`config.mk`:
```
export PLATFORM = sky130hd
export DESIGN_NAME = pm_sleep_policy_status
export DESIGN_NICKNAME = d
export VERILOG_FILES = /design/src/core/pm_sleep_pkg.sv /design/src/core/pm_sleep_policy_status.sv
export VERILOG_INCLUDE_DIRS = /design/src /design/src/core
export SDC_FILE = /design/constraint.sdc
export NUM_CORES = 1
export LEC_CHECK = 0
export BUFFER_PORTS_ARGS = -buffer_cell sky130_fd_sc_hd__buf_2
export CAP_MARGIN = 20
export CORE_ASPECT_RATIO = 0.6
export CORE_MARGIN = 3
export CORE_UTILIZATION = 55
export CTS_BUF_LIST = sky130_fd_sc_hd__clkbuf_4 sky130_fd_sc_hd__clkbuf_8
export DETAILED_ROUTE_END_ITERATION = 7
export GPL_TIMING_DRIVEN = 1
export MAX_ROUTING_LAYER = met4
export PLACE_DENSITY = 0.82
export SLEW_MARGIN = 5
export SYNTH_ARGS = -nofsm -noshare
export SYNTH_HDL_FRONTEND = slang
export SYNTH_SLANG_ARGS = --single-unit
```
`constraint.sdc`:
```
create_clock -name sys_clk -period 8.05 [get_ports sys_clk]
set_input_delay 0.4025 -clock sys_clk [delete_from_list [all_inputs] [get_ports sys_clk]]
set_output_delay 0.4025 -clock sys_clk [all_outputs]
set_load 0.02 [all_outputs]
```
`src/core/pm_sleep_defines.svh`:
```
// Field positions, reset values and timing constants of the sleep policy block
`ifndef PM_SLEEP_DEFINES_SVH
`define PM_SLEEP_DEFINES_SVH
`define B_S4_VIOL 18
`define B_SUS_FAIL 16
`define B_S5_BLOCK 15
`define B_TRICKLE 14
`define B_DIS_UP 12
`define F_S3W 11:10
`define B_HOST_RST 9
`define B_ESPI_LOCK 8
`define F_S4W 5:4
`define B_S4_STR 3
`define F_SMI 2:1
`define B_AG3 0
`define SUS_FAIL_RST 1'h1
`define TRICKLE_RST 1'h1
`define S4W_RST 2'h0
`define SYNC_RST 5'h07
`define NCH 5
`define CH_S3 0
`define CH_S4 1
`define CH_AUX 2
`define CH_LAN 3
`define CH_SUS 4
`define PIN_RSM 0
`define PIN_RTC 1
`define PIN_DSW 2
`define PIN_TRK 3
`define PIN_HOST 4
`define CLK_MHZ 50
`define TICK_US 10
`define TICK_CYC (`TICK_US * `CLK_MHZ)
`define US_TICKS(us) (((us) + `TICK_US - 1) / `TICK_US)
`define S_TICKS(s) ((s) * 1000000 / `TICK_US)
`define S3W_0_US 60
`define S3W_1_MS 1
`define S3W_2_MS 50
`define S3W_3_S 2
`define S4W_11_S 1
`define S4W_10_S 2
`define S4W_01_S 3
`define S4W_00_S 4
`define SMI_00_S 64
`define SMI_01_S 32
`define SMI_10_S 16
`define SMI_11_S 8
`define DIV_W 16
`define CNT_W 19
`define SMI_W 23
`endif

```
`src/core/pm_sleep_pkg.sv`:
```
// Shared types of the sleep policy block
`default_nettype none
package pm_sleep_pkg;
    typedef enum logic [2:0] {PS_S0 = 3'h0, PS_S1 = 3'h1, PS_S3 = 3'h2, PS_S4 = 3'h3, PS_S5 = 3'h4} pwr_state_e;
    typedef enum logic [1:0] {TGT_S0 = 2'h0, TGT_S5 = 2'h1, TGT_S4 = 2'h2} g3_target_e;
endpackage
`default_nettype wire

```
`src/core/pm_sleep_policy_status.sv`:
```
// Sleep signal width policy, power-fail status, wake policy and periodic SMI
// How it works
// - Flag s4 width violation when sleep_s4 assertion ends before programmed minimum.
// - S4 timer starts at sleep_s4 assertion or resume reset release.
// - Violation flag clears on write of one and on resume reset.
// - Suspend power failure flag sets on resume reset, default one, write-one clears.
// - Block bit suppresses bus-zero power-event wakes in S5 only.
// - Wake follows enable and LAN override truth table; RTC reset clears block.
// - Trickle failure flag sets on supply failure or well power loss; write-one clears.
// - Stretch-after-power-up disable skips stretching after suspend power loss.
// - Suspend sleep output stretch skipped after G3 only, not DeepSx.
// - Lockdown freezes stretch disable, s3 width, s4 width and s4 stretch enable.
// - S3 width field selects 60 us, 1 ms, 50 ms or 2 s.
// - Host reset flag sets on host partition reset, write-one clears.
// - ESPI lock freezes enable and itself; only resume reset or platform reset clears it.
// - S4 width field codes 1 to 4 seconds; RTC reset forces 00.
// - After G3 or DeepSx, s4 minimum is timed from suspend reset release.
// - S4 stretch enable holds sleep_s4 asserted for the programmed minimum.
// - Periodic SMI every 64, 32, 16 or 8 seconds.
// - After G3 go to S0, or S5/S4-like when policy bit set.
// - In policy S5 only power button or preserved wake can wake.
// - Lockdown sets on every lock write strobe, which carries no data, and clears only on platform reset.
`timescale 1ns/10ps
`include "pm_sleep_defines.svh"
`default_nettype none
module pm_sleep_policy_status
    import pm_sleep_pkg::*;
#(
    parameter int unsigned TICK_CYCLES = `TICK_CYC
) (
    // Clock and reset
    input wire logic sys_clk,
    input wire logic rst_n,
    // Power and reset pins
    input wire logic resume_reset_pin_n,
    input wire logic rtc_reset_pin_n,
    input wire logic deep_sleep_well_power_good,
    input wire logic trickle_fail_pin,
    input wire logic host_reset_pin,
    // Register access
    input wire logic reg_wr,
    input wire logic [31:0] reg_wdata,
    output logic [31:0] reg_rdata_ff,
    input wire logic lock_wr,
    input wire logic espi_en_wr,
    input wire logic espi_en_wdata,
    output logic sleep_stretch_policy_lockdown_ff,
    output logic espi_smi_enable_bit_ff,
    // Sleep requests and pins, index s3 s4 aux lan sus
    input wire logic [`NCH-1:0] sleep_req,
    output logic [`NCH-1:0] sleep_out_n_ff,
    // Wake sources and policy
    input wire pwr_state_e pwr_state,
    input wire logic bus_zero_power_event_status,
    input wire logic bus_zero_power_event_enable,
    input wire logic wake_on_lan_override,
    input wire logic lan_wake,
    input wire logic power_button,
    input wire logic preserved_wake,
    input wire logic prev_in_s4,
    output logic wake_ff,
    output var g3_target_e g3_target_ff,
    // Periodic SMI
    output logic periodic_smi_ff
);
    logic [`NCH-1:0] sync1_ff, sync2_ff, pin_q_ff;
    logic rsm, rtc_ok, rsm_rise, host_rise;
    logic s4_viol_ff, sus_fail_ff, s5_block_ff, trickle_ff, dis_up_ff;
    logic host_rst_ff, espi_lock_ff, s4_str_ff, ag3_ff, ag3_s5_ff, deepsx_ff;
    logic [1:0] s3w_ff, s4w_ff, smi_sel_ff;
    logic [`DIV_W-1:0] div_ff;
    logic tick_ff;
    logic [`SMI_W-1:0] smi_cnt_ff, smi_per;
    logic [`CNT_W-1:0] cnt_ff [`NCH];
    logic [`CNT_W-1:0] s3min, s4min;
    logic [`NCH-1:0] req_q_ff, skip_ff, hold, nxt_act, act;
    logic wr_ok;
    logic nxt_wake;
    logic [31:0] nxt_rdata;

    // Pin synchronisers
    always_ff @(posedge sys_clk) begin
        if (!rst_n) begin
            sync1_ff <= `SYNC_RST;
            sync2_ff <= `SYNC_RST;
            pin_q_ff <= `SYNC_RST;
        end else begin
            sync1_ff <= {host_reset_pin, trickle_fail_pin, deep_sleep_well_power_good,
                         rtc_reset_pin_n, resume_reset_pin_n};
            sync2_ff <= sync1_ff;
            pin_q_ff <= sync2_ff;
        end
    end
    assign rsm = sync2_ff[`PIN_RSM];
    assign rtc_ok = sync2_ff[`PIN_RTC];
    assign rsm_rise = rsm & ~pin_q_ff[`PIN_RSM];
    assign host_rise = sync2_ff[`PIN_HOST] & ~pin_q_ff[`PIN_HOST];
    assign wr_ok = reg_wr & ~sleep_stretch_policy_lockdown_ff;

    // Low-rate tick
    always_ff @(posedge sys_clk) begin
        if (!rst_n) begin
            div_ff <= '0;
            tick_ff <= 1'b0;
        end else if (div_ff == `DIV_W'(TICK_CYCLES - 1)) begin
            div_ff <= '0;
            tick_ff <= 1'b1;
        end else begin
            div_ff <= div_ff + 1'b1;
            tick_ff <= 1'b0;
        end
    end

    // Minimum width decode
    always_comb begin
        case (s3w_ff)
            2'h0: s3min = `CNT_W'(`US_TICKS(`S3W_0_US));
            2'h1: s3min = `CNT_W'(`US_TICKS(`S3W_1_MS * 1000));
            2'h2: s3min = `CNT_W'(`US_TICKS(`S3W_2_MS * 1000));
            default: s3min = `CNT_W'(`S_TICKS(`S3W_3_S));
        endcase
        case (s4w_ff)
            2'h3: s4min = `CNT_W'(`S_TICKS(`S4W_11_S));
            2'h2: s4min = `CNT_W'(`S_TICKS(`S4W_10_S));
            2'h1: s4min = `CNT_W'(`S_TICKS(`S4W_01_S));
            default: s4min = `CNT_W'(`S_TICKS(`S4W_00_S));
        endcase
    end

    assign act = ~sleep_out_n_ff;

    always_ff @(posedge sys_clk) begin
        if (!rst_n) begin
            req_q_ff <= '0;
            deepsx_ff <= 1'b0;
        end else begin
            req_q_ff <= sleep_req;
            if (rsm) begin
                deepsx_ff <= act[`CH_SUS];
            end
        end
    end

    // Per-output width timers and stretching
    genvar ch;
    generate
        for (ch = 0; ch < `NCH; ch++) begin : g_ch
            logic [`CNT_W-1:0] min_w;
            logic str_en;
            assign min_w = (ch == `CH_S4) ? s4min : s3min;
            assign str_en = (ch == `CH_S4) ? s4_str_ff : 1'b1;
            assign hold[ch] = str_en & ~skip_ff[ch] & (cnt_ff[ch] < min_w);
            assign nxt_act[ch] = sleep_req[ch] | (act[ch] & hold[ch]);
            always_ff @(posedge sys_clk) begin
                if (!rst_n || !rsm) begin
                    cnt_ff[ch] <= '0;
                end else if (sleep_req[ch] && !req_q_ff[ch]) begin
                    cnt_ff[ch] <= '0;
                end else if (tick_ff && cnt_ff[ch] != {`CNT_W{1'b1}}) begin
                    cnt_ff[ch] <= cnt_ff[ch] + 1'b1;
                end
            end
            always_ff @(posedge sys_clk) begin
                if (!rst_n) begin
                    skip_ff[ch] <= 1'b0;
                end else if (rsm_rise) begin
                    skip_ff[ch] <= dis_up_ff & ((ch != `CH_SUS) | ~deepsx_ff);
                end else if (sleep_req[ch] && !req_q_ff[ch]) begin
                    skip_ff[ch] <= 1'b0;
                end
            end
            always_ff @(posedge sys_clk) begin
                if (!rst_n || !rsm) begin
                    sleep_out_n_ff[ch] <= 1'b0;
                end else begin
                    sleep_out_n_ff[ch] <= ~nxt_act[ch];
                end
            end
        end
    endgenerate

    // Status flags
    always_ff @(posedge sys_clk) begin
        if (!rst_n || !rsm) begin
            s4_viol_ff <= 1'b0;
        end else if (act[`CH_S4] && !nxt_act[`CH_S4] && cnt_ff[`CH_S4] < s4min) begin
            s4_viol_ff <= 1'b1;
        end else if (reg_wr && reg_wdata[`B_S4_VIOL]) begin
            s4_viol_ff <= 1'b0;
        end
    end

    always_ff @(posedge sys_clk) begin
        if (!rst_n) begin
            sus_fail_ff <= `SUS_FAIL_RST;
        end else if (!rsm) begin
            sus_fail_ff <= 1'b1;
        end else if (reg_wr && reg_wdata[`B_SUS_FAIL]) begin
            sus_fail_ff <= 1'b0;
        end
    end

    always_ff @(posedge sys_clk) begin
        if (!rst_n) begin
            trickle_ff <= `TRICKLE_RST;
        end else if (!sync2_ff[`PIN_DSW] || sync2_ff[`PIN_TRK]) begin
            trickle_ff <= 1'b1;
        end else if (reg_wr && reg_wdata[`B_TRICKLE]) begin
            trickle_ff <= 1'b0;
        end
    end

    always_ff @(posedge sys_clk) begin
        if (!rst_n) begin
            host_rst_ff <= 1'b0;
        end else if (host_rise) begin
            host_rst_ff <= 1'b1;
        end else if (reg_wr && reg_wdata[`B_HOST_RST]) begin
            host_rst_ff <= 1'b0;
        end
    end

    // Resume-well policy fields
    always_ff @(posedge sys_clk) begin
        if (!rst_n || !rsm) begin
            s3w_ff <= 2'h0;
            espi_lock_ff <= 1'b0;
            espi_smi_enable_bit_ff <= 1'b0;
        end else begin
            if (wr_ok) begin
                s3w_ff <= reg_wdata[`F_S3W];
            end
            if (reg_wr && reg_wdata[`B_ESPI_LOCK]) begin
                espi_lock_ff <= 1'b1;
            end
            if (espi_en_wr && !espi_lock_ff) begin
                espi_smi_enable_bit_ff <= espi_en_wdata;
            end
        end
    end

    // RTC-well policy fields
    always_ff @(posedge sys_clk) begin
        if (!rst_n || !rtc_ok) begin
            s5_block_ff <= 1'b0;
            dis_up_ff <= 1'b0;
            s4w_ff <= `S4W_RST;
            s4_str_ff <= 1'b0;
            ag3_ff <= 1'b0;
        end else if (reg_wr) begin
            s5_block_ff <= reg_wdata[`B_S5_BLOCK];
            ag3_ff <= reg_wdata[`B_AG3];
            if (wr_ok) begin
                dis_up_ff <= reg_wdata[`B_DIS_UP];
                s4w_ff <= reg_wdata[`F_S4W];
                s4_str_ff <= reg_wdata[`B_S4_STR];
            end
        end
    end

    always_ff @(posedge sys_clk) begin
        if (!rst_n) begin
            smi_sel_ff <= 2'h0;
        end else if (reg_wr) begin
            smi_sel_ff <= reg_wdata[`F_SMI];
        end
    end

    always_ff @(posedge sys_clk) begin
        if (!rst_n) begin
            sleep_stretch_policy_lockdown_ff <= 1'b0;
        end else if (lock_wr) begin
            sleep_stretch_policy_lockdown_ff <= 1'b1;
        end
    end

    // Periodic SMI
    always_comb begin
        case (smi_sel_ff)
            2'h0: smi_per = `SMI_W'(`S_TICKS(`SMI_00_S));
            2'h1: smi_per = `SMI_W'(`S_TICKS(`SMI_01_S));
            2'h2: smi_per = `SMI_W'(`S_TICKS(`SMI_10_S));
            default: smi_per = `SMI_W'(`S_TICKS(`SMI_11_S));
        endcase
    end

    always_ff @(posedge sys_clk) begin
        if (!rst_n) begin
            smi_cnt_ff <= '0;
            periodic_smi_ff <= 1'b0;
        end else if (tick_ff && smi_cnt_ff >= smi_per - 1'b1) begin
            smi_cnt_ff <= '0;
            periodic_smi_ff <= 1'b1;
        end else begin
            if (tick_ff) begin
                smi_cnt_ff <= smi_cnt_ff + 1'b1;
            end
            periodic_smi_ff <= 1'b0;
        end
    end

    // After-G3 state and wake decision
    always_ff @(posedge sys_clk) begin
        if (!rst_n) begin
            g3_target_ff <= TGT_S0;
            ag3_s5_ff <= 1'b0;
        end else if (rsm_rise) begin
            g3_target_ff <= !ag3_ff ? TGT_S0 : (prev_in_s4 ? TGT_S4 : TGT_S5);
            ag3_s5_ff <= ag3_ff;
        end else if (pwr_state == PS_S0) begin
            ag3_s5_ff <= 1'b0;
        end
    end

    always_comb begin
        nxt_wake = 1'b0;
        case (pwr_state)
            PS_S1, PS_S3, PS_S4: begin
                nxt_wake = power_button | (bus_zero_power_event_enable & bus_zero_power_event_status);
            end
            PS_S5: begin
                if (ag3_s5_ff) begin
                    nxt_wake = power_button | preserved_wake;
                end else begin
                    nxt_wake = power_button | (wake_on_lan_override & lan_wake)
                        | (bus_zero_power_event_enable & ~s5_block_ff & bus_zero_power_event_status);
                end
            end
            default: nxt_wake = 1'b0;
        endcase
    end

    always_ff @(posedge sys_clk) begin
        if (!rst_n) begin
            wake_ff <= 1'b0;
        end else begin
            wake_ff <= nxt_wake;
        end
    end

    // Register readback
    always_comb begin
        nxt_rdata = '0;
        nxt_rdata[`B_S4_VIOL] = s4_viol_ff;
        nxt_rdata[`B_SUS_FAIL] = sus_fail_ff;
        nxt_rdata[`B_S5_BLOCK] = s5_block_ff;
        nxt_rdata[`B_TRICKLE] = trickle_ff;
        nxt_rdata[`B_DIS_UP] = dis_up_ff;
        nxt_rdata[`F_S3W] = s3w_ff;
        nxt_rdata[`B_HOST_RST] = host_rst_ff;
        nxt_rdata[`B_ESPI_LOCK] = espi_lock_ff;
        nxt_rdata[`F_S4W] = s4w_ff;
        nxt_rdata[`B_S4_STR] = s4_str_ff;
        nxt_rdata[`F_SMI] = smi_sel_ff;
        nxt_rdata[`B_AG3] = ag3_ff;
    end

    always_ff @(posedge sys_clk) begin
        if (!rst_n) begin
            reg_rdata_ff <= '0;
        end else begin
            reg_rdata_ff <= nxt_rdata;
        end
    end
endmodule // pm_sleep_policy_status
`default_nettype wire

```
==> reports/results.txt, run 1 <==
The share of the clock period used by the worst path after layout is 0.388, and the count of buffering cells on the critical path with inverters included is 1. In this run the worst path has a maximum fanout of 19. STA classifies the critical path endpoint as a register. Detailed placement ended at an HPWL of 16400 um. In this run the static leakage power is 4.48 nW. Critical setup path kind: register to register.

The share of Yosys cell area claimed by the top area cell type was 0.267. The run gives 7480 as the via count of the first global-routing pass. The XOR/XNOR share of the synthesized area was 0.0919; the die footprint was 21200 um^2. The via count normalized by instance count was 5.63; the max capacitance violation total was 0. Insertion delay of the later-clocked pin in the worst-skew pair: 0.48 ns.

The adder and majority cell fraction of the synthesized area works out to 0.108. The transition time of the tightest slew-check pin is 0.865 ns, and the synthesized area is 10700 um^2. The detailed router placed 8035 vias in this run. The number of I/O pins is 101, and the number of instances in the synthesized netlist is 1109. Total routing usage reported by global routing: 0.227. Counting instances, the worst hold path has a depth of 2.

The tools report the final number of max-transition violations as 0. The required time at the endpoint of the critical path was 8.41 ns; the area fraction in compound gates after synthesis was 0.0701. In this run the power density over the cells is 174 nW/um^2.

Counting buffers and inverters, the worst setup path is 10 cells deep. After synthesis, the cell types taking the most area are sky130_fd_sc_hd__edfxtp_1 27%, sky130_fd_sc_hd__dfxtp_1 20%, sky130_fd_sc_hd__ha_1 11%, sky130_fd_sc_hd__nor2_1 7.6%, sky130_fd_sc_hd__xor2_1 4.9%. For the final routed database, the setup TNS stands at 0 ns. Kind of launch point of the worst setup path: a register.

The proportion of synthesized chip area in sequential cells was 0.464. In this run the clock root is driven by a sky130_fd_sc_hd__clkbuf_8. Routability-driven placement finished with a final weighted congestion of 0.870. Setup repair after global routing left no endpoint under its margin.

The detailed router finished its first iteration with 834 violations. The detailed-route wire length was 22700 um; the post-synthesis sequential element count was 200. The total congestion overflow was 0; the area overhead of the layout relative to synthesis was 7.88%. On the final layout, the worst hold slack is 0.0921 ns. The post-route clock skew is 0.0127 ns. In this run the cell area measured after placement is 11100 um^2.

The multiplexer area fraction after synthesis is 0.00656, and the number of optimization iterations in the first detailed-route pass is 8. The flow ran to the end, and the final reports show no timing, DRC or antenna violations. The finished cells cover 11500 um^2. The fraction of layout instances using a drive strength above 1 came out at 0.0944. The clock drives 200 sinks. The number of nets still failing antenna checks after routing was 0; the critical path's largest stage delay was 0.48 ns. The mean routed wirelength per cell is 15.9 um, and the worst slack at placement is 4.93 ns. The initial antenna violation count is 0. Worst min-delay path category: input pin to register.

By area, the combinational part of the netlist is dominated by simple AND/OR/NAND/NOR gates. The vertical die dimension is 114 um, and the max-slew headroom at the worst pin is 0.422. The worst path arrival time is 3.48 ns, and the final net count is 1324.

For the starting density of the core, the log shows 0.576. The post-cts repair resize count is 0, and the number of remaining DRC errors is 0. The repair_antennas step left the layout with diodes totalling 0. In this run the horizontal extent of the chip is 186 um.

sky130_fd_sc_hd__edfxtp_1 takes more of the synthesized area than any other cell. Post-CTS timing repair inserted 0 buffers for setup. The run gives 56 as the number of different library cells in the post-synthesis netlist. Total count of hold-check failures in the final report: 0. Cell family contributing the most delay on the critical path: simple AND/OR/NAND/NOR gates. The clock period minus worst slack was 3.12 ns; the clock edge transition at the registers on the reported setup and hold paths was 0.11 ns.

Setup violations remaining at the end of the flow were counted as 0. Total power after layout: 2.00 mW. The critical path goes through inv_1 > ha_1 > or2_2 > ha_1 > nand3_1 > or4_1 > a211o_1 > o211a_1 > o21ai_4 > nor2_1.

Among all flip-flop cells after synthesis, the most frequent one is sky130_fd_sc_hd__dfxtp_1. Derived from the worst setup path, the maximum achievable clock frequency is 320 MHz. The length in cells of the worst reg-to-reg path is 10, and the maximum ir drop on the vdd rail is 119 uV. The average instance area after synthesis is 9.62 um^2, and the total CTS buffers is 17.

The simple logic cell fraction of the synthesized area came out at 0.227. The most numerous cell on the critical path was sky130_fd_sc_hd__ha_1. Yosys printed 0 warnings.

The tools report the largest net degree at the start of global routing as 40. For the post-layout worst setup margin, the log shows 4.93 ns. The first global-routing pass estimated 37200 um of wire. The run gives 2 as the buffer levels on the longest clock path. Row generation in the floorplan step produced 38 rows.

The number of flops mapped to enable cells by yosys is 95, and the placeable core region is 18500 um^2. The number of H-tree levels is 4, and the number of buffer cells added on primary ports is 66. The count of hold-fix buffers inserted at cts is 0. TritonCTS built the clock tree.

The fraction of registers with async set or reset after synthesis is 0. The master of the slowest instance on the critical path is sky130_fd_sc_hd__or4_1.
-- per-stage QoR --
| step | instances | utilization |
|---|---|---|
| final | 1427 | 0.621 |
| after global routing | 1427 | 0.621 |
| after CTS | 1427 | 0.621 |
| after detailed placement | 1395 | 0.601 |
| after global placement | 1395 | 0.601 |
| after floorplan | 1125 | - |
-- flip-flops by register name (all words and copies together) (netlist names), 2 cells and up --
| name | count |
|---|---|
| s3w_ff | 2 |
| skip_ff | 5 |
| div_ff | 16 |
| sleep_out_n_ff | 5 |
| smi_cnt_ff | 23 |
| reg_rdata_ff | 15 |
| sync1_ff | 5 |
| g3_target_ff | 2 |
| cnt_ff | 95 |
| req_q_ff | 5 |
| pin_q_ff | 2 |
| sync2_ff | 5 |
| s4w_ff | 2 |
| smi_sel_ff | 2 |
-- path summary, 6_finish.rpt --
path / start / end / slack (ns)
setup / recovery: smi_sel_ff[0] / smi_cnt_ff[8] / 4.93
hold / removal: rtc_reset_pin_n / sync1_ff[1] / 0.09
hold reg to reg: pin_q_ff[4] / host_rst_ff / 0.43
setup reg to reg: smi_sel_ff[0] / smi_cnt_ff[8] / 4.93
-- report_power, final --
part	internal (mW)	leakage, nW	switching, mW
logic	0.0850	2.39	0.119
registers	1.11	1.89	0.0536
clock network	0.238	0.200	0.394
-- area by class of cell --
cell class              count  area (um^2)
fillers                  1537         7030
clock buffers              18          248
clock inverters            14          131
multi-input cells         861         5440
inverters                  26         97.6
flip-flops and latches    200         4950
repair buffers             68          345
well taps                 240          300
-- layout by cell type, fill, tap and decap left out, types with 13 or more instances in the layout --
cell type                  Yosys  layout
sky130_fd_sc_hd__xnor2_1      52      52
sky130_fd_sc_hd__and3_1       18      18
sky130_fd_sc_hd__nand4_1      29      29
sky130_fd_sc_hd__edfxtp_1     95      95
sky130_fd_sc_hd__clkbuf_8      1      18
sky130_fd_sc_hd__dfxtp_1     105     105
sky130_fd_sc_hd__nor2_1      217     217
sky130_fd_sc_hd__nand3_1      50      50
sky130_fd_sc_hd__nor2b_1      15      15
sky130_fd_sc_hd__xor2_1       60      60
sky130_fd_sc_hd__o21ai_0      25      24
sky130_fd_sc_hd__nand2_1      95      95
sky130_fd_sc_hd__conb_1        2      18
sky130_fd_sc_hd__a21oi_1      45      45
sky130_fd_sc_hd__and2_1       19      19
sky130_fd_sc_hd__nand2b_1     13      13
sky130_fd_sc_hd__buf_2         4      66
sky130_fd_sc_hd__ha_1         92      92
sky130_fd_sc_hd__inv_1        25      25
-- cells by family (layout without fill, tap and decap cells) --
kind of cell | count (synthesis) | after routing
AOI/OAI and AO/OA | 118 | 118
and+or+nand+nor | 514 | 514
buffers and inverters | 64 | 126
adders and majority gates | 92 | 92
xor gates and xnor gates | 112 | 112
muxes | 7 | 7
other | 2 | 18
DFF | 200 | 200
-- synth_stat cells (4+ instances only) --
library cell,n
sky130_fd_sc_hd__a211o_1,7
sky130_fd_sc_hd__a211oi_1,4
sky130_fd_sc_hd__a21o_1,8
sky130_fd_sc_hd__a21oi_1,45
sky130_fd_sc_hd__and2_1,19
sky130_fd_sc_hd__and3_1,18
sky130_fd_sc_hd__and4_1,7
sky130_fd_sc_hd__buf_2,4
sky130_fd_sc_hd__buf_4,19
sky130_fd_sc_hd__clkbuf_1,12
sky130_fd_sc_hd__dfxtp_1,105
sky130_fd_sc_hd__edfxtp_1,95
sky130_fd_sc_hd__ha_1,92
sky130_fd_sc_hd__inv_1,25
sky130_fd_sc_hd__mux2i_1,7
sky130_fd_sc_hd__nand2_1,95
sky130_fd_sc_hd__nand2b_1,13
sky130_fd_sc_hd__nand3_1,50
sky130_fd_sc_hd__nand4_1,29
sky130_fd_sc_hd__nor2_1,217
sky130_fd_sc_hd__nor2b_1,15
sky130_fd_sc_hd__nor3_1,12
sky130_fd_sc_hd__nor4_1,9
sky130_fd_sc_hd__o21ai_0,25
sky130_fd_sc_hd__o31a_1,4
sky130_fd_sc_hd__or3_1,10
sky130_fd_sc_hd__or4_1,4
sky130_fd_sc_hd__xnor2_1,52
sky130_fd_sc_hd__xor2_1,60
-- per-layer routing --
metal  vias up  routed length [um]  GRT usage
met4         0                 340     0.0620
met2       235                9700      0.325
li1       3983                   -          -
met5         -                   0          -
met3        34                1280     0.0411
met1      3783               11400      0.332
Note: power is estimated with default switching activity, not from simulation.
==> run 2, diff against run 1 <==
clock period = 3.3 ns   (was 8.05 ns; I/O delays follow)
==> reports/results.txt, run 2 (same netlist as run 1, synthesis figures left out) <==
The clock sink total is 200 (unchanged), and the mean routed wirelength per cell is 16.0 um (+0.46%). The run gives 101 (unchanged) as the number of I/O pins. The critical path's largest stage delay was 0.47 ns (about the same); the number of nets still failing antenna checks after routing was 0 (unchanged).

The sequential group share of total power was 0.584 (about the same). For the max capacitance violation total, the log shows 0 (unchanged). For the area after detailed placement, the log shows 11200 um^2 (+0.27%). The transition time of the tightest slew-check pin was 0.864 ns (-0.00136 ns). The largest registers in the layout are cnt_ff: 95 flops, smi_cnt_ff: 23 flops, div_ff: 16 flops. The share of the clock period used by the worst path after layout was 0.930 (+0.543).

STA classifies the critical path startpoint as a register. In this design, the critical path's most frequently occurring cell is sky130_fd_sc_hd__ha_1. Among all stages on the critical path, the largest delay is contributed by sky130_fd_sc_hd__or4_1. In this run the top signal layer used is met4.

The number of optimization iterations in the first detailed-route pass was 5 (-3). The startpoint identified for the worst hold timing path is reg_wdata[18]. The tools report the worst path arrival time as 3.43 ns (-0.05 ns). The worst min-delay path category is input pin to register.

The critical setup path kind is register to register. The largest net degree at the start of global routing is 39 (-2.5%), and the share of power burned in combinational logic is 0.109 (+0.007). Starting DRC count in detailed routing: 698 (-16%).

The max-slew headroom at the worst pin is 0.409 (-0.0134). For the routability congestion estimate from global placement, the log shows 0.871 (+0.10%). The internal portion of total power came out at 3.50 mW (+140%). The total CTS buffers is 17 (unchanged). The via count normalized by instance count is 5.56 (-1.2%), and the post-cts repair resize count is 0 (unchanged).

The met3 wirelength from detailed routing came out at 1310 um (+2.0%). The tools report the total routing usage reported by global routing as 0.232 (+0.00537). The flow ran to the end, and the final reports show no timing, DRC or antenna violations. The number of buffer cells added on primary ports was 66 (unchanged); the power density normalized to cell area was 412 nW/um^2 (+140%). The register with the most flip-flops is cnt_ff. The fraction of layout instances using a drive strength above 1 was 0.0950 (+0.000649); the die footprint was 21200 um^2 (unchanged). The met1 routed wirelength after detailed routing is 11600 um (+2.4%), and the detailed-route via count is 8128 (+1.2%).

The initial antenna violation count was 0 (unchanged). For the maximum ir drop on the vdd rail, the log shows 271 uV (+130%). The total power after layout is 4.87 mW (+140%). Setup repair after global routing left no endpoint under its margin.

The highest clock rate is 326 MHz (+1.7%), and the insertion delay of the later-clocked pin in the worst-skew pair is 0.49 ns (about the same). For the global-route wire length before repair, the log shows 38100 um (+2.3%). The via count of the first global-routing pass was 7540 (+0.80%); the routed wire length on met2 was 10100 um (+3.7%). The maximum fanout along the worst path was 19 (unchanged); the clock edge transition at the registers on the reported setup and hold paths was 0.11 ns (about the same). The tools report the switching component of the power as 1.37 mW (+140%). The starting density of the core is 0.576 (unchanged). Detailed-route wire length: 23300 um (+2.9%). Vertical die dimension: 114 um (unchanged). TritonCTS built the clock tree. The run gives 3.66 ns (-4.75 ns) as the required time at the endpoint of the critical path. The top cell types in the final layout, fill and taps aside, are 217 x sky130_fd_sc_hd__nor2_1, 105 x sky130_fd_sc_hd__dfxtp_1, 95 x sky130_fd_sc_hd__nand2_1, 95 x sky130_fd_sc_hd__edfxtp_1, 92 x sky130_fd_sc_hd__ha_1. Cell family contributing the most delay on the critical path: simple AND/OR/NAND/NOR gates. The leading cell type in the layout, fill and taps excluded is sky130_fd_sc_hd__nor2_1.

The half-perimeter wire length after placement is 16400 um (about the same), and the total of endpoints with negative setup slack in the final report is 0 (unchanged). The run gives 0.0107 ns (-0.00193 ns) as the post-route clock skew. The total negative slack for setup checks was 0 ns (unchanged). The area overhead of the layout relative to synthesis is 10.9%. The worst setup path is captured at a register.

The final net count came out at 1358 (+2.6%). The count of buffering cells on the critical path with inverters included was 1 (unchanged); the number of remaining DRC errors was 0 (unchanged). The number of core rows was 38 (unchanged). The clock period minus worst slack works out to 3.07 ns (-0.0509 ns). The logs give 0 (unchanged) for the total congestion overflow and 0 (unchanged) for the number of antenna repair diodes.

Filler cell count: 1508 (-1.9%). Die width: 186 um (unchanged). The run gives 18500 um^2 (unchanged) as the placeable core region.

Leakage power figure: 4.62 nW (+3.1%). For the cell area after layout, the log shows 11800 um^2 (+2.8%). For the part of the total power dissipated in the clock network, the log shows 0.307 (-0.009). The final number of max-transition violations came out at 0 (unchanged). The run gives 0 (unchanged) as the total count of hold-check failures in the final report. The clock root buffer master was sky130_fd_sc_hd__clkbuf_8.

Flip-flop count of the largest register after layout: 95 (unchanged). Tracing the worst setup path back leads to its startpoint at smi_sel_ff[0]. The startpoint identified for the worst register-to-register timing path is smi_sel_ff[0].

Number of H-tree levels: 4 (unchanged). The critical path goes through inv_1 > ha_1 > or2_2 > ha_1 > nand3_1 > or4_1 > a211o_1 > o211a_1 > o21ai_4 > nor2_1. The buffer levels on the longest clock path was 2 (unchanged). The fraction of power spent switching nets is 0.282 (-0.00143).
## run 2: changes by cell type in the layout (fill, tap and decap cells not counted)
cell,before,now
sky130_fd_sc_hd__buf_4,2,6
sky130_fd_sc_hd__clkbuf_8,18,17
sky130_fd_sc_hd__clkinv_4,2,4
sky130_fd_sc_hd__dlygate4sd3_1,0,30
sky130_fd_sc_hd__inv_4,2,3
sky130_fd_sc_hd__inv_6,4,3
sky130_fd_sc_hd__inv_8,4,3
## run 2: power groups by stage
stage,logic [mW],registers (mW),clock network [mW]
floorplan,0.360,2.87,0
global placement,0.469,2.89,0
detailed placement,0.492,2.90,0
CTS,0.525,2.84,1.52
global route,0.595,2.86,1.62
finish,0.530,2.85,1.50
## run 2: final cells by class
type / count / area (um^2) / area share
clock buffers: 17 / 234 / 0.0198
clock inverters: 15 / 135 / 0.0114
inverters: 26 / 97.6 / 0.00825
multi-input cells: 861 / 5440 / 0.459
flip-flops and latches: 200 / 4950 / 0.419
well taps: 240 / 300 / 0.0254
repair buffers: 102 / 676 / 0.0571
## run 2: final timing paths
| kind | endpoint | slack, ns | depth (start not counted) |
|---|---|---|---|
| min reg2reg | sync2_ff[1] | 0.42 | 1 |
| min | s4_viol_ff | 0.06 | 4 |
| max reg2reg | smi_cnt_ff[17] | 0.23 | 10 |
| max | smi_cnt_ff[17] | 0.23 | 10 |
## run 2: worst min-delay path: stages
cell	delay (ns)
sky130_fd_sc_hd__buf_2	0.10
sky130_fd_sc_hd__nand2_1	0.07
sky130_fd_sc_hd__a32oi_1	0.05
sky130_fd_sc_hd__a21oi_1	0.13
## run 2: what timing repair did
| action | 4_1_cts | 5_1_grt |
|---|---|---|
| endpoints found under the setup margin | 0 | 0 |
| hold endpoints to repair | 35 | 0 |
| hold buffers | 30 | 0 |
| setup buffers | 0 | 0 |
## run 2: metal layers
layer	vias to the layer above	GRT usage
met5	-	-
met3	32	0.0472
met4	0	0.0640
li1	4058	-
met2	211	0.337
met1	3827	0.333
## run 2: metrics by stage
| stage | setup WS [ns] | cells | util | hold slack [ns] |
|---|---|---|---|---|
| after floorplan | 0.551 | 1125 | - | 0.237 |
| after global placement | 0.350 | 1399 | 0.602 | 0.352 |
| after detailed placement | 0.248 | 1399 | 0.602 | 0.349 |
| after CTS | 0.226 | 1461 | 0.638 | 0.0437 |
| after global routing | 0.0252 | 1461 | 0.638 | 0.0774 |
| final | 0.230 | 1461 | 0.638 | 0.0608 |
==> run 3, diff against run 2 <==
ABC_AREA = 1   (was default)
PLACE_DENSITY = 0.79   (was 0.82)
==> reports/results.txt, run 3 <==
The run gives 0 ns (unchanged) as the total negative slack for setup checks. The critical setup path kind was register to register. The largest registers in the layout are cnt_ff: 95 flops, smi_cnt_ff: 23 flops, div_ff: 16 flops. The post-route clock skew was 0.0127 ns (+0.00197 ns); the global-route wire length before repair was 43600 um (+15%). For the worst path arrival time, the log shows 3.01 ns (-0.42 ns).

For the leakage power figure, the log shows 5.65 nW (+22%). Worst min-delay path category: input pin to register. The detailed-route wire length is 26500 um (+13%).

TritonCTS built the clock tree. The clock edge transition at the registers on the reported setup and hold paths was 0.10 ns (about the same). The flow ran to the end, and the final reports show no timing, DRC or antenna violations.

The tree is rooted in a sky130_fd_sc_hd__clkbuf_8. The total congestion overflow is 0 (unchanged). Die width: 194 um (+4.5%). The final number of max-transition violations is 0 (unchanged), and the number of I/O pins is 101 (unchanged). Setup repair after global routing left no endpoint under its margin.

The run gives 1719 (+27%) as the final net count. The share of power burned in combinational logic is 0.123 (+0.014). The run gives 11700 um^2 (+9.5%) as the synthesized area. Via count normalized by instance count: 5.19 (-6.7%).

The share of the clock period used by the worst path after layout is 0.798 (-0.132), and the number of H-tree levels is 4 (unchanged). For the utilization after layout, the log shows 0.635 (-0.00296). The total CTS buffers was 17 (unchanged); the number of instances in the synthesized netlist was 1465 (+32%). The run gives 39 (-30%) as the number of different library cells in the post-synthesis netlist. The worst setup path is launched from a register. Clock period minus worst slack: 2.63 ns (-0.436 ns).

Leading area contributor after synthesis: sky130_fd_sc_hd__edfxtp_1. The fraction of registers with async set or reset after synthesis was 0 (unchanged); the sequential group share of total power was 0.548 (-0.036). The average instance area after synthesis is 7.98 um^2 (-17%). The logs give 0 (unchanged) for the total of endpoints with negative setup slack in the final report and 0.408 (-0.00130) for the max-slew headroom at the worst pin. The number of optimization iterations in the first detailed-route pass is 5 (unchanged). Total routing usage reported by global routing: 0.237 (+0.00468). For the clock sink total, the log shows 200 (unchanged). The register with the most flip-flops in the final layout is cnt_ff. The tools report the met3 usage as 0.0441 (-0.00306).

The total power after layout was 5.18 mW (+6.3%); the power density normalized to cell area was 399 nW/um^2 (-3.0%). The met1 usage in global routing came out at 0.347 (+0.0139). The kind of capture point of the worst setup path is a register. The placeable core region is 20400 um^2 (+10%). The proportion of synthesized chip area in sequential cells came out at 0.424 (-0.0404). The run gives 0.328 (+0.021) as the part of the total power dissipated in the clock network. The tools report the highest clock rate as 380 MHz (+17%). For the number of nets still failing antenna checks after routing, the log shows 0 (unchanged).

Leading cell type by number of instances after synthesis: sky130_fd_sc_hd__nand2_1. The logs give 0 (unchanged) for the total number of yosys warnings and 0 (unchanged) for the total count of hold-check failures in the final report. The run gives 1.46 mW (+6.2%) as the switching component of the power.

The logs give 1770 (+17%) for the filler cell count and 9631 (+18%) for the detailed-route via count. The via count of the first global-routing pass was 8766 (+16%). The leading register cell type out of synthesis is sky130_fd_sc_hd__dfxtp_1. The run gives 19300 um (+18%) as the half-perimeter wire length after placement.

The met2 track demand over resource in global routing is 0.343 (+0.00572). Mean routed wirelength per cell: 14.3 um (-11%). The vertical die dimension works out to 119 um (+4.4%). For the routability congestion estimate from global placement, the log shows 0.912 (+4.7%). The share of Yosys cell area claimed by the top area cell type was 0.244 (-0.0233). For the total area of multi-input combinational cells, the log shows 5860 um^2 (+7.7%). The number of buffer cells added on primary ports was 66 (unchanged); the insertion delay of the later-clocked pin in the worst-skew pair was 0.48 ns (about the same). Fraction of power spent switching nets: 0.281 (-0.000417). The transition time of the tightest slew-check pin was 0.886 ns (+0.0221 ns); the largest net degree at the start of global routing was 36 (-7.7%). The logs give 841 (+20%) for the starting DRC count in detailed routing and 3.72 mW (+6.4%) for the internal portion of total power.

The logs give 0 (unchanged) for the number of remaining DRC errors and 2 (unchanged) for the buffer levels on the longest clock path. The die footprint was 23100 um^2 (+9.1%); the total area of sequential cells was 4950 um^2 (unchanged). The required time at the endpoint of the critical path came out at 3.67 ns (about the same).

The maximum fanout along the worst path came out at 14 (-5). The run gives 0 (unchanged) as the total setup buffers inserted after CTS. The top cell types in the final layout, fill and taps aside, are 306 x sky130_fd_sc_hd__nand2_1, 257 x sky130_fd_sc_hd__nor2_1, 177 x sky130_fd_sc_hd__inv_1. The number of core rows was 40 (+5.3%).

In the synthesized netlist, the cells that appear most often are 306 x sky130_fd_sc_hd__nand2_1, 257 x sky130_fd_sc_hd__nor2_1, 177 x sky130_fd_sc_hd__inv_1, 105 x sky130_fd_sc_hd__dfxtp_1, 95 x sky130_fd_sc_hd__edfxtp_1. Post-cts repair resize count: 0 (unchanged). The post-synthesis sequential element count works out to 200 (unchanged).

The logs give 0.732 ns (+0.485 ns) for the worst slack at placement and 0.573 (-0.00303) for the starting density of the core. The number of flops mapped to enable cells by yosys works out to 95 (unchanged). In the post-synthesis netlist, the biggest area contributors are sky130_fd_sc_hd__edfxtp_1 24%, sky130_fd_sc_hd__dfxtp_1 18%, sky130_fd_sc_hd__ha_1 9.8%, sky130_fd_sc_hd__nand2_1 9.8%, sky130_fd_sc_hd__nor2_1 8.3%. The flip-flop count of the largest register after layout came out at 95 (unchanged). For the maximum ir drop on the vdd rail, the log shows 269 uV (-0.73%). The area overhead of the layout relative to synthesis is 10.9% (about the same), and the max capacitance violation total is 0 (unchanged). The initial antenna violation count is 0 (unchanged), and the count of hold-fix buffers inserted at cts is 32 (+6.7%).

The post-layout worst setup margin is 0.665 ns (+0.436 ns). The fraction of layout instances using a drive strength above 1 was 0.0948 (-0.000187). The library cell used most frequently in the layout, excluding fill and tap cells, is sky130_fd_sc_hd__nand2_1. The busiest layer in global routing was met1.
run 3: kinds of logic after synthesis:
logic type      share of synthesized area
other cells                      0.000642
simple gates                        0.284
flops                               0.424
compound gates                     0.0533
mux                              0.000856
buf+inv                            0.0804
xor+xnor                           0.0584
fa+ha+maj                          0.0984
run 3: per-stage QoR:
stage	hold WS (ns)	area [um^2]	std cells
final	0.0292	13000	1856
after global routing	0.0155	13000	1855
after CTS	0.00217	13000	1855
after detailed placement	0.358	12200	1791
after global placement	0.356	12200	1791
after floorplan	0.258	11800	1481
run 3: layout make-up:
class                           count  share of cell area
Multi-Input combinational cell   1065               0.452
Sequential cell                   200               0.382
Timing Repair Buffer              108              0.0559
Inverter                          177              0.0512
Tap cell                          273              0.0263
Clock buffer                       17              0.0180
Clock inverter                     15              0.0148
Antenna cell                        1            0.000193
run 3: worst max-delay path: stages, from the launching register on:
cell                      delay [ns]
sky130_fd_sc_hd__dfxtp_1        0.46
sky130_fd_sc_hd__inv_1          0.12
sky130_fd_sc_hd__ha_1           0.34
sky130_fd_sc_hd__inv_1          0.07
sky130_fd_sc_hd__ha_1           0.31
sky130_fd_sc_hd__nand2_1        0.06
sky130_fd_sc_hd__nor2_1         0.12
sky130_fd_sc_hd__nand2_1        0.11
sky130_fd_sc_hd__nor2_1         0.10
sky130_fd_sc_hd__nand2_1        0.05
sky130_fd_sc_hd__nand4_1        0.09
sky130_fd_sc_hd__nand2_1        0.07
sky130_fd_sc_hd__nand2_1        0.28
sky130_fd_sc_hd__buf_4          0.28
sky130_fd_sc_hd__nor2_1         0.06
run 3: path summary, 6_finish.rpt:
path	from	end	slack, ns	cells past startpoint
worst max-delay path	smi_sel_ff[1]	smi_cnt_ff[14]	0.67	14
worst min-delay path	reg_wdata[5]	s4w_ff[1]	0.03	3
worst max register to register	smi_sel_ff[1]	smi_cnt_ff[14]	0.67	14
worst min register to register	sync2_ff[2]	trickle_ff	0.39	1
run 3: per-layer routing:
metal / part of all wire / routed length, um / up-vias
li1: - / - / 4914
met1: 0.50 / 13300 / 4427
met2: 0.43 / 11200 / 264
met3: 0.060 / 1580 / 26
met4: 0.012 / 308 / 0
met5: 0 / 0 / -
run 3: power groups by stage:
stage / clock (mW) / combinational, mW / sequential [mW]
global placement: 0 / 0.574 / 2.89
finish: 1.70 / 0.640 / 2.84
detailed placement: 0 / 0.598 / 2.89
CTS: 1.73 / 0.634 / 2.84
floorplan: 0 / 0.434 / 2.87
global route: 1.83 / 0.730 / 2.86
